$ cat src/hw/status_pin_pkg.sv
// shared types and constants for the status alert pin logic
package status_pin_pkg;
  // ==========================================================
  // function of the shared pin, fixed at the factory
  typedef enum logic [0:0] {
    FUNC_POWER_OK = 1'b0,
    FUNC_ALERT = 1'b1
  } pin_func_type;

  // converter phase as seen by the status logic
  typedef enum logic [1:0] {
    PHASE_SHUTDOWN = 2'h0,
    PHASE_SOFT_START = 2'h1,
    PHASE_RUN = 2'h2
  } conv_phase_type;

  // ==========================================================
  // converter condition inputs travel together
  typedef struct packed {
    logic in_reg;
    logic fault;
    logic soft_start;
    logic shutdown;
  } conv_cond_type;

  // open-drain pin as two signals
  typedef struct packed {
    logic pin_out;
    logic pin_oe;
  } od_drive_type;

  // ==========================================================
  // reset values
  localparam logic ALERT_PEND_RST = 1'b1;
  localparam logic PULL_LOW_RST = 1'b1;
  // readback starts low because the pin is pulled low in reset
  localparam logic PIN_LVL_RST = 1'b0;
  localparam logic [2:0] SETTLE_RST = 3'h0;

  // ==========================================================
  // pin readback settling, in clock cycles
  localparam logic [2:0] SETTLE_MAX = 3'h7;
  localparam logic [2:0] PIN_SETTLE_CYC = 3'h4;
endpackage

$ cat src/hw/alert_latch.sv
// sticky alert request for the interrupt function of the status pin
`timescale 1ns/10ps
module alert_latch
  import status_pin_pkg::*;
(
  // clock and reset
  input wire logic clk_sys,
  input wire logic rst,
  // conditions
  input wire conv_cond_type cond,
  input wire logic fault_read,
  // state
  output logic pending
);
  logic pend_q;
  logic pend_d;
  logic fault_seen;

  // ==========================================================
  // next pending state; a fault wins over a clearing read
  always_comb begin
    pend_d = pend_q;
    fault_seen = cond.fault;
    if (cond.shutdown) begin
      pend_d = 1'b1;
    end else if (fault_seen) begin
      pend_d = 1'b1;
    end else if (fault_read) begin
      pend_d = 1'b0;
    end
  end

  // register only
  always_ff @(posedge clk_sys or posedge rst) begin
    if (rst) begin
      pend_q <= ALERT_PEND_RST;
    end else begin
      pend_q <= pend_d;
    end
  end

  assign pending = pend_q;

  fault_rearm_a: assert property (@(posedge clk_sys) disable iff (rst)
    (fault_read && cond.fault) |=> pend_q)
    else $error("fault present at read did not keep request");

  clear_holds_a: assert property (@(posedge clk_sys) disable iff (rst)
    (!pend_q && !cond.fault && !cond.shutdown) |=> !pend_q)
    else $error("request set without a fault");
endmodule

$ cat src/hw/power_good_interrupt_output.sv
// status alert pin driver: power-ok indicator or latched alert request
`timescale 1ns/10ps
module power_good_interrupt_output
  import status_pin_pkg::*;
(
  // clock and reset
  input wire logic clk_sys,
  input wire logic rst,
  // factory option
  input wire pin_func_type pin_func,
  // converter conditions, same clock domain
  input wire conv_cond_type cond,
  input wire logic fault_read,
  // status alert pin, open drain
  input wire logic status_alert_pin_in,
  output logic status_alert_pin_out,
  output logic status_alert_pin_oe,
  // state view
  output logic power_ok_indicator,
  output conv_phase_type phase
);
  // ==========================================================
  // internal state
  logic pending;
  logic low_q;
  logic low_d;
  conv_phase_type phase_q;
  conv_phase_type phase_d;
  logic func_alert;
  logic pin_s1_q;
  logic pin_s1_d;
  logic pin_s2_q;
  logic pin_s2_d;
  logic pin_s3_q;
  logic pin_s3_d;
  logic pin_lvl_q;
  logic pin_lvl_d;
  logic [2:0] settle_q;
  logic [2:0] settle_d;

  // ==========================================================
  // sticky alert request
  alert_latch u_latch (
    .clk_sys(clk_sys),
    .rst(rst),
    .cond(cond),
    .fault_read(fault_read),
    .pending(pending)
  );

  // ==========================================================
  // phase and pin-low decision
  always_comb begin
    func_alert = (pin_func == FUNC_ALERT);
    if (cond.shutdown) begin
      phase_d = PHASE_SHUTDOWN;
    end else if (cond.soft_start) begin
      phase_d = PHASE_SOFT_START;
    end else begin
      phase_d = PHASE_RUN;
    end
    if (!func_alert) begin
      low_d = !cond.in_reg || cond.soft_start || cond.shutdown;
    end else begin
      // release needs regulation and a read
      low_d = !cond.in_reg || cond.shutdown || pending || cond.fault;
    end
  end

  // levels sampled each edge
  // registered so the pin never glitches; levels seen once per cycle
  always_ff @(posedge clk_sys or posedge rst) begin
    if (rst) begin
      low_q <= PULL_LOW_RST;
      phase_q <= PHASE_SHUTDOWN;
    end else begin
      low_q <= low_d;
      phase_q <= phase_d;
    end
  end

  // open drain: only ever drives zero, external pull-up gives the high
  assign status_alert_pin_out = 1'b0;
  assign status_alert_pin_oe = low_q;
  assign power_ok_indicator = !low_q;
  assign phase = phase_q;

  // ==========================================================
  // pin readback: the pull-up sits off chip, so the level is asynchronous
  // three stages; a new level counts only once stages two and three agree
  // limitation: another device holding the pin low also reads as low
  always_comb begin
    pin_s1_d = status_alert_pin_in;
    pin_s2_d = pin_s1_q;
    pin_s3_d = pin_s2_q;
    pin_lvl_d = pin_lvl_q;
    if (pin_s2_q == pin_s3_q) begin
      pin_lvl_d = pin_s3_q;
    end
    // cycles since the drive last changed, saturating
    settle_d = settle_q;
    if (low_d != low_q) begin
      settle_d = SETTLE_RST;
    end else if (settle_q != SETTLE_MAX) begin
      settle_d = settle_q + 3'h1;
    end
  end

  // pin is held low in reset, so the readback chain starts low too
  always_ff @(posedge clk_sys or posedge rst) begin
    if (rst) begin
      pin_s1_q <= PIN_LVL_RST;
      pin_s2_q <= PIN_LVL_RST;
      pin_s3_q <= PIN_LVL_RST;
      pin_lvl_q <= PIN_LVL_RST;
      settle_q <= SETTLE_RST;
    end else begin
      pin_s1_q <= pin_s1_d;
      pin_s2_q <= pin_s2_d;
      pin_s3_q <= pin_s3_d;
      pin_lvl_q <= pin_lvl_d;
      settle_q <= settle_d;
    end
  end

  startup_low_a: assert property (@(posedge clk_sys) disable iff (rst)
    (pin_func == FUNC_POWER_OK && (cond.soft_start || cond.shutdown)) |=> low_q)
    else $error("power-ok released during startup or shutdown");

  under_low_a: assert property (@(posedge clk_sys) disable iff (rst)
    (!cond.in_reg) |=> low_q)
    else $error("pin released while under threshold");

  reg_release_a: assert property (@(posedge clk_sys) disable iff (rst)
    (pin_func == FUNC_POWER_OK && cond.in_reg && !cond.soft_start && !cond.shutdown)
      |=> !low_q)
    else $error("power-ok not released in regulation");

  // alert stays low without a read
  alert_hold_a: assert property (@(posedge clk_sys) disable iff (rst)
    (pin_func == FUNC_ALERT && pending) |=> low_q)
    else $error("alert released without a read");

  // clean read releases within two cycles
  read_release_a: assert property (@(posedge clk_sys) disable iff (rst)
    (pin_func == FUNC_ALERT && fault_read && !cond.fault && !cond.shutdown
      && cond.in_reg) ##1 (!cond.fault && cond.in_reg && !cond.shutdown
      && pin_func == FUNC_ALERT) |=> !low_q)
    else $error("alert not released after clean read");

  fault_low_a: assert property (@(posedge clk_sys) disable iff (rst)
    (pin_func == FUNC_ALERT && cond.fault) |=> low_q)
    else $error("alert released with fault present");

  level_track_a: assert property (@(posedge clk_sys) disable iff (rst)
    cond.shutdown |=> (phase_q == PHASE_SHUTDOWN))
    else $error("shutdown level not taken at the next edge");

  drive_zero_a: assert property (@(posedge clk_sys) disable iff (rst)
    status_alert_pin_oe |-> !status_alert_pin_out)
    else $error("open-drain pin driven high");

  readback_a: assert property (@(posedge clk_sys) disable iff (rst)
    (settle_q >= PIN_SETTLE_CYC) |-> (pin_lvl_q == !low_q))
    else $error("pin level disagrees with open-drain drive");

  ok_no_fault_a: assert property (@(posedge clk_sys) disable iff (rst)
    (pin_func == FUNC_POWER_OK && cond.in_reg && !cond.soft_start && !cond.shutdown
      && cond.fault) |=> !low_q)
    else $error("power-ok pulled low by a fault");

  alert_under_a: assert property (@(posedge clk_sys) disable iff (rst)
    (pin_func == FUNC_ALERT && !cond.in_reg) |=> low_q)
    else $error("alert released while under threshold");

  alert_shutdown_a: assert property (@(posedge clk_sys) disable iff (rst)
    (pin_func == FUNC_ALERT && cond.shutdown) |=> low_q)
    else $error("alert released in shutdown");

  refault_low_a: assert property (@(posedge clk_sys) disable iff (rst)
    (pin_func == FUNC_ALERT && fault_read && cond.fault) |=> low_q ##1 low_q)
    else $error("alert not held low after read with fault");

  alert_quiet_a: assert property (@(posedge clk_sys) disable iff (rst)
    (pin_func == FUNC_ALERT && !pending && !cond.fault && cond.in_reg && !cond.shutdown)
      |=> !low_q)
    else $error("alert pulled low without a new fault");

  soft_phase_a: assert property (@(posedge clk_sys) disable iff (rst)
    (!cond.shutdown && cond.soft_start) |=> (phase_q == PHASE_SOFT_START))
    else $error("soft-start phase not reported");

  run_phase_a: assert property (@(posedge clk_sys) disable iff (rst)
    (!cond.shutdown && !cond.soft_start) |=> (phase_q == PHASE_RUN))
    else $error("run phase not reported");
endmodule

$ cat config.mk
export PLATFORM = sky130hd
export DESIGN_NAME = power_good_interrupt_output
export DESIGN_NICKNAME = d
export VERILOG_FILES = /design/src/hw/status_pin_pkg.sv /design/src/hw/alert_latch.sv /design/src/hw/power_good_interrupt_output.sv
export SDC_FILE = /design/constraint.sdc
export NUM_CORES = 1
export LEC_CHECK = 0
export BUFFER_PORTS_ARGS = -buffer_cell sky130_fd_sc_hd__buf_2
export CORE_AREA = 2 2 39 41
export DETAILED_ROUTE_END_ITERATION = 6
export DIE_AREA = 0 0 41 43
export SLEW_MARGIN = 0
export SYNTH_ARGS = -nofsm -noshare
export SYNTH_HDL_FRONTEND = slang
export SYNTH_SLANG_ARGS = --single-unit
$ cat constraint.sdc
create_clock -name clk_sys -period 1.46 [get_ports clk_sys]
set_clock_uncertainty 0.15 [all_clocks]
set_input_delay 0.292 -clock clk_sys [delete_from_list [all_inputs] [get_ports clk_sys]]
set_output_delay 0.292 -clock clk_sys [all_outputs]
set_load 0.1 [all_outputs]
==> results.md, run 1 <==
- Pwr dens: 1080 nW/um^2
- Synth Register Bits: 4
- Syn-to-layout area delta: 94.9%
- Die W: 41 um
- Crit-path max cell delay: 630 ps
- CP startpoint kind: register
- Net load switching power: 112 uW
- Failing checks: negative setup slack
- Pre-antenna DRT Iters: 3
- CP Class: register to output pin
- Syn nets: 26
- Row count: 14
- Die Area: 1760 um^2
- Cells after Synth: 17
- Final setup violation count: 2
- Port bufs: 11
- Setup ws final: -107 ps
- Largest net degree at the start of global routing: 5
- Post-placement cell count: 43
- Clk Tree Root Cell: clkbuf_4
- Slowest CP cell: dfstp_4
- Synthesized area per cell: 10.1 um^2
- Synth Warn #: 0
- # IOs: 14
- H-tree levels: 1
- Pins Over Slew Limit: 0
- Core area: 1380 um^2
- Clock Pin Slew Worst Setup and Hold Paths: 40 ps
- Sequential Power Share: 0.340
- Final hold slack: 56.6 ps
- CP required: 1020 ps
- M1 GR Usage: 0.0556
- Pleak: 0.000159 uW
- CTS tree: done
- RePlAce Congestion: 0.591
- Busiest layer in global routing: met1
- Share of post-route cells with drive strength above 1: 0.563
- Starting density of the core: 0.124
- Fmax: 638 MHz
- Yosys cell types: 10
- Clk network pwr share: 0.426
- Nets: 42
- First-pass GRT wire length: 476 um
- Number of global-route vias before repair: 136
- Antenna-violating nets left: 0
- R2r setup slk: 540 ps
- CTS max path bufs: 2
- Avg WL per Cell: 6.94 um
- Tcrit/Tclk final: 1.07
- Met3 GRT Util: 0.0471
- Clock Latency Late Sink: 230 ps
- DR vias: 152
- Netlist Area Pre-Place: 171 um^2
- Total Wirelength: 333 um
- Diode count: 0
- RSZ-0062 raised after global routing: yes
- Drt via density: 3.17
- TritonCTS Buffers: 3
- Logic pwr share: 0.234
- Power, Total: 362 uW
- Minimum clock period: 1570 ps
- CP arrival: 1130 ps
- WHS Path Cells: 2
- Grt met2 use: 0.0500
- All-Layer GR Usage: 0.0454
- CP Capture Type: output pin
- Filler Cells Inserted: 151
- Sequential area share after synthesis: 0.599
- HPWL Detailed: 280 um
- Worst-path maximum fanout: 2
- Number of DRC markers in iteration 0: 1
- CP cell instances: clkinvlp_4 -> buf_6
- Die Ht: 43 um
- Reg2Reg Depth: 2
- Sw Ratio: 0.309
- Status: finished, violations left
- Worst IR Drop VDD: 0.353 mV
- Drc violations: 0
- Gr ovfl total: 0
- Worst min path class: primary input to register
- Hold Vio Cnt, Final: 0
- Final Non-Filler Cells: 48
- Internal: 250 uW
- CTS Sinks: 4
- Antenna violations before repair: 0
- Max_cap viols: 0
final cells by class:
cell class	count	area, um^2	share of cell area
clock buffers	4	26.3	0.0787
inverters	3	15.0	0.0449
multi-input cells	9	50.0	0.150
flip-flops and latches	4	106	0.318
well taps	16	20.0	0.0599
repair buffers	12	116	0.348
cells by family (layout without fill, tap and decap cells):
group | Yosys count | in the layout | synth area share
flops | 4 | 4 | 0.599
other cells | 1 | 1 | 0.0219
buf+inv | 4 | 19 | 0.110
simple gates | 6 | 6 | 0.212
compound gates | 2 | 2 | 0.0583
cell usage after synthesis:
cell     number  area, um^2
conb_1        1        3.75
nor3b_2       1        12.5
dfrtp_1       2        50.1
nor2b_1       2        12.5
nor2_1        3        11.3
buf_4         1        7.51
o21ai_1       1        5.00
inv_1         3        11.3
dfstp_2       2        52.6
o21ai_0       1        5.00
layout by cell type (no fill, tap or decap), drive strengths merged:
cell / synthesis / routed
inv: 3 / 2
clkinvlp: 0 / 1
conb: 1 / 1
dfrtp: 2 / 2
nor2: 3 / 3
o21ai: 2 / 2
clkbuf: 0 / 4
nor2b: 2 / 2
buf: 1 / 11
nor3b: 1 / 1
dlygate4sd3: 0 / 1
dfstp: 2 / 2
flip-flops by register name, summed over array words and instances, names as in the netlist:
register	flops
u_latch.pending	1
phase	2
status_alert_pin_oe	1
layer usage:
metal  wire (um)  share of wire
met1         145           0.44
met2         142           0.43
met3          46           0.14
met4           0              0
met5           0              0
worst paths after layout:
check                                     from            endpoint
hold reg to reg                u_latch.pending     u_latch.pending
min in group asynchronous                  rst            phase[1]
setup reg to reg               u_latch.pending     u_latch.pending
hold / removal                      fault_read     u_latch.pending
setup / recovery           status_alert_pin_oe  power_ok_indicator
max in group asynchronous                  rst     u_latch.pending
power groups by stage:
stage | registers (uW) | clock network [uW] | logic (uW)
final | 123 | 154 | 84.7
after global routing | 123 | 176 | 88.6
after CTS | 123 | 164 | 85.2
after detailed placement | 124 | 0 | 81.8
after global placement | 124 | 0 | 81.2
after floorplan | 150 | 0 | 27.8
critical path, delay by kind of cell, from the launching register on:
kind | cells | cell delay [ps]
buffers and inverters | 2 | 260
flip-flops | 1 | 630
through the flow:
step           setup slack [ps]  utilization  area (um^2)  setup TNS (ps)
3_5_place_dp               47.9        0.211          292               0
6_report                   -107        0.241          334            -135
3_3_place_gp               50.6        0.211          292               0
5_1_grt                    -140        0.241          334            -193
2_1_floorplan              -249            -          179            -249
4_1_cts                    -124        0.241          334            -163
timing repair:
action                                 4_1_cts  5_1_grt
gates cloned                                 0        0
setup endpoints to repair                    2        2
buffers inserted                             0        0
endpoints found under the hold margin        4        0
hold buffers                                 1        0
gates resized for setup                      2        0
Note: power is estimated with default switching activity, not from simulation.
==> run 2, diff against run 1 <==
--- a/config.mk
+++ b/config.mk
@@ -12,4 +12,5 @@
 export SLEW_MARGIN = 0
 export SYNTH_ARGS = -nofsm -noshare
 export SYNTH_HDL_FRONTEND = slang
+export SYNTH_HIERARCHICAL = 1
 export SYNTH_SLANG_ARGS = --single-unit
==> run 2 against run 1 <==
Net effect: the run still ends with negative setup slack left; fmax fell by 0.17%; hold slack improved by 7.0 ps; worst setup slack got worse by 2.6 ps; combinational power rose by 2%; largest cell class unchanged.
==> results.md, run 2 <==
- Status: finished, violations left
- Failing checks: negative setup slack
- H-tree levels: 1
- Number of global-route vias before repair: 143
- Die Area: 1760 um^2
- Share of post-route cells with drive strength above 1: 0.545
- Worst IR Drop VDD: 0.233 mV
- Most frequent cells after synthesis: inv_1 (4), nor2_1 (3), dfrtp_1 (2), dfstp_2 (2), o21ai_1 (2)
- Gr ovfl total: 0
- CP arrival: 1130 ps
- Antenna violations before repair: 0
- Slowest CP cell: dfstp_4
- Nets: 43
- Drt via density: 3.02
- Port bufs: 11
- Net load switching power: 110 uW
- Antenna-violating nets left: 0
- CP cell instances: clkinvlp_4 -> buf_6
- All-Layer GR Usage: 0.0667
- Synth Warn #: 6
- Logic pwr share: 0.238
- Diode count: 0
- Pins Over Slew Limit: 0
- Hold Vio Cnt, Final: 0
- Synth top area share: 0.302
- CP startpoint kind: register
- Syn-to-layout area delta: 93.5%
- Compound-Gate Fraction of Synth Area: 0.0576
- Crit-path max cell delay: 630 ps
- Clock Latency Late Sink: 230 ps
- RSZ-0062 raised after global routing: yes
- Sequential area share after synthesis: 0.590
- CTS Sinks: 4
- Synth Register Bits: 4
- Filler Cells Inserted: 152
- RePlAce Congestion: 0.675
- Fmax: 637 MHz
- Final setup violation count: 2
- Pwr dens: 1070 nW/um^2
- Max reg flops: 2
- Number of DRC markers in iteration 0: 1
- Yosys cell types: 10
- Syn nets: 27
- Clk Tree Root Cell: clkbuf_4
- Pleak: 0.000169 uW
- Largest net degree at the start of global routing: 5
- CP Buf/Inv Count: 2
- CTS max path bufs: 2
- Simple-gate share of the synthesized area: 0.201
- Main synth FF type: dfstp_2
- # IOs: 14
- Power, Total: 361 uW
- TNS Setup: -140 ps
- Core Util, Final: 0.243
- Core area: 1380 um^2
- Largest family of logic cells by synthesized area: simple AND/OR/NAND/NOR gates
- Starting density of the core: 0.126
- Sw Ratio: 0.305
- Die Ht: 43 um
- Fraction of registers with async set/reset: 1.00
- Max_cap viols: 0
- Minimum clock period: 1570 ps
- Pre-antenna DRT Iters: 2
- CTS tree: done
- Synthesized area per cell: 9.66 um^2
- Worst min path class: primary input to register
- Drc violations: 0
- Worst-path maximum fanout: 2
- Xor and xnor area share after synthesis: 0
- Yosys top cell by area: dfstp_2
- Row count: 14
- Clk network pwr share: 0.421
- Leading cell type in the layout, fill and taps excluded: buf_2
- Netlist Area Pre-Place: 174 um^2
- CP Capture Type: output pin
- Post-synth EDFFs: 0
- Setup ws final: -110 ps
- Final hold slack: 63.6 ps
- Avg WL per Cell: 7.39 um
- Clock Pin Slew Worst Setup and Hold Paths: 40 ps
- Most frequent cells in the layout: buf_2 (7), nor2_1 (3), inv_1 (3), clkbuf_4 (3), buf_12 (3)
- Adder-cell area share of the yosys netlist: 0
- Cells after Synth: 18
- Mux cell area share after synthesis: 0
- CP Class: register to output pin
- Most numerous cell in the Yosys netlist: inv_1
- TritonCTS Buffers: 3
- Internal: 251 uW
- CP required: 1020 ps
- First-pass GRT wire length: 572 um
- DR vias: 148
- Die W: 41 um
- Total Wirelength: 362 um
- Synth top area cells: dfstp_2 (30%), dfrtp_1 (29%), inv_1 (8.6%)
- Sequential Power Share: 0.341
- Crit path max-delay family: flip-flops
- Tcrit/Tclk final: 1.08
## run 2: cell type report
class	instances	area, um^2	share of cell area
multi-input combinational	9	48.8	0.145
sequential	4	106	0.316
timing repair buffer	12	116	0.346
tap	16	20.0	0.0595
clock buffer	4	26.3	0.0781
inverter	4	18.8	0.0558
## run 2: power by group through the flow
| stage | logic [uW] | clock network (uW) | registers (uW) |
|---|---|---|---|
| floorplan | 28.7 | 0 | 149 |
| global placement | 82.3 | 0 | 124 |
| detailed placement | 83.1 | 0 | 125 |
| CTS | 86.5 | 159 | 123 |
| global route | 90.9 | 162 | 124 |
| finish | 86.0 | 152 | 123 |
## run 2: path summary, 6_finish.rpt
check	startpoint	to	cells past startpoint	slack, ps
worst min register to register	u_latch/pending	u_latch/pending	2	330
max in group asynchronous	rst	status_alert_pin_oe	3	640
worst min-delay path	fault_read	u_latch/pending	2	60
min in group asynchronous	rst	phase[1]	3	320
worst max-delay path	status_alert_pin_oe	power_ok_indicator	2	-110
worst max register to register	u_latch/pending	u_latch/pending	2	530
## run 2: cells by family (layout without fill, tap and decap cells)
logic type | Yosys count | in the layout
simple gates | 6 | 6
other cells | 1 | 1
buf+inv | 5 | 20
flops | 4 | 4
compound gates | 2 | 2
## run 2: stage by stage
stage | setup WS (ps) | area [um^2] | instances
3_5_place_dp | 48.6 | 294 | 44
5_1_grt | -133 | 337 | 49
2_1_floorplan | -249 | 181 | 18
6_report | -110 | 337 | 49
4_1_cts | -121 | 337 | 49
3_3_place_gp | 50.2 | 294 | 44
## run 2: what timing repair did
item	CTS	global route
hold buffers	1	0
setup endpoints to repair	2	2
setup buffers	0	0
hold endpoints to repair	4	0
resized for setup	2	0
## run 2: per-layer routing
| layer | GRT usage | up-vias | routed length, um |
|---|---|---|---|
| met5 | 0 | - | 0 |
| met4 | 0.160 | 0 | 14 |
| met3 | 0.0314 | 2 | 29 |
| met2 | 0.0500 | 11 | 172 |
| met1 | 0.0656 | 56 | 145 |
| li1 | - | 79 | - |
## run 2: worst register-to-register path, stage by stage, from the launching register on
cell,delay (ps)
dfstp_2,530
inv_1,40
o21ai_1,140
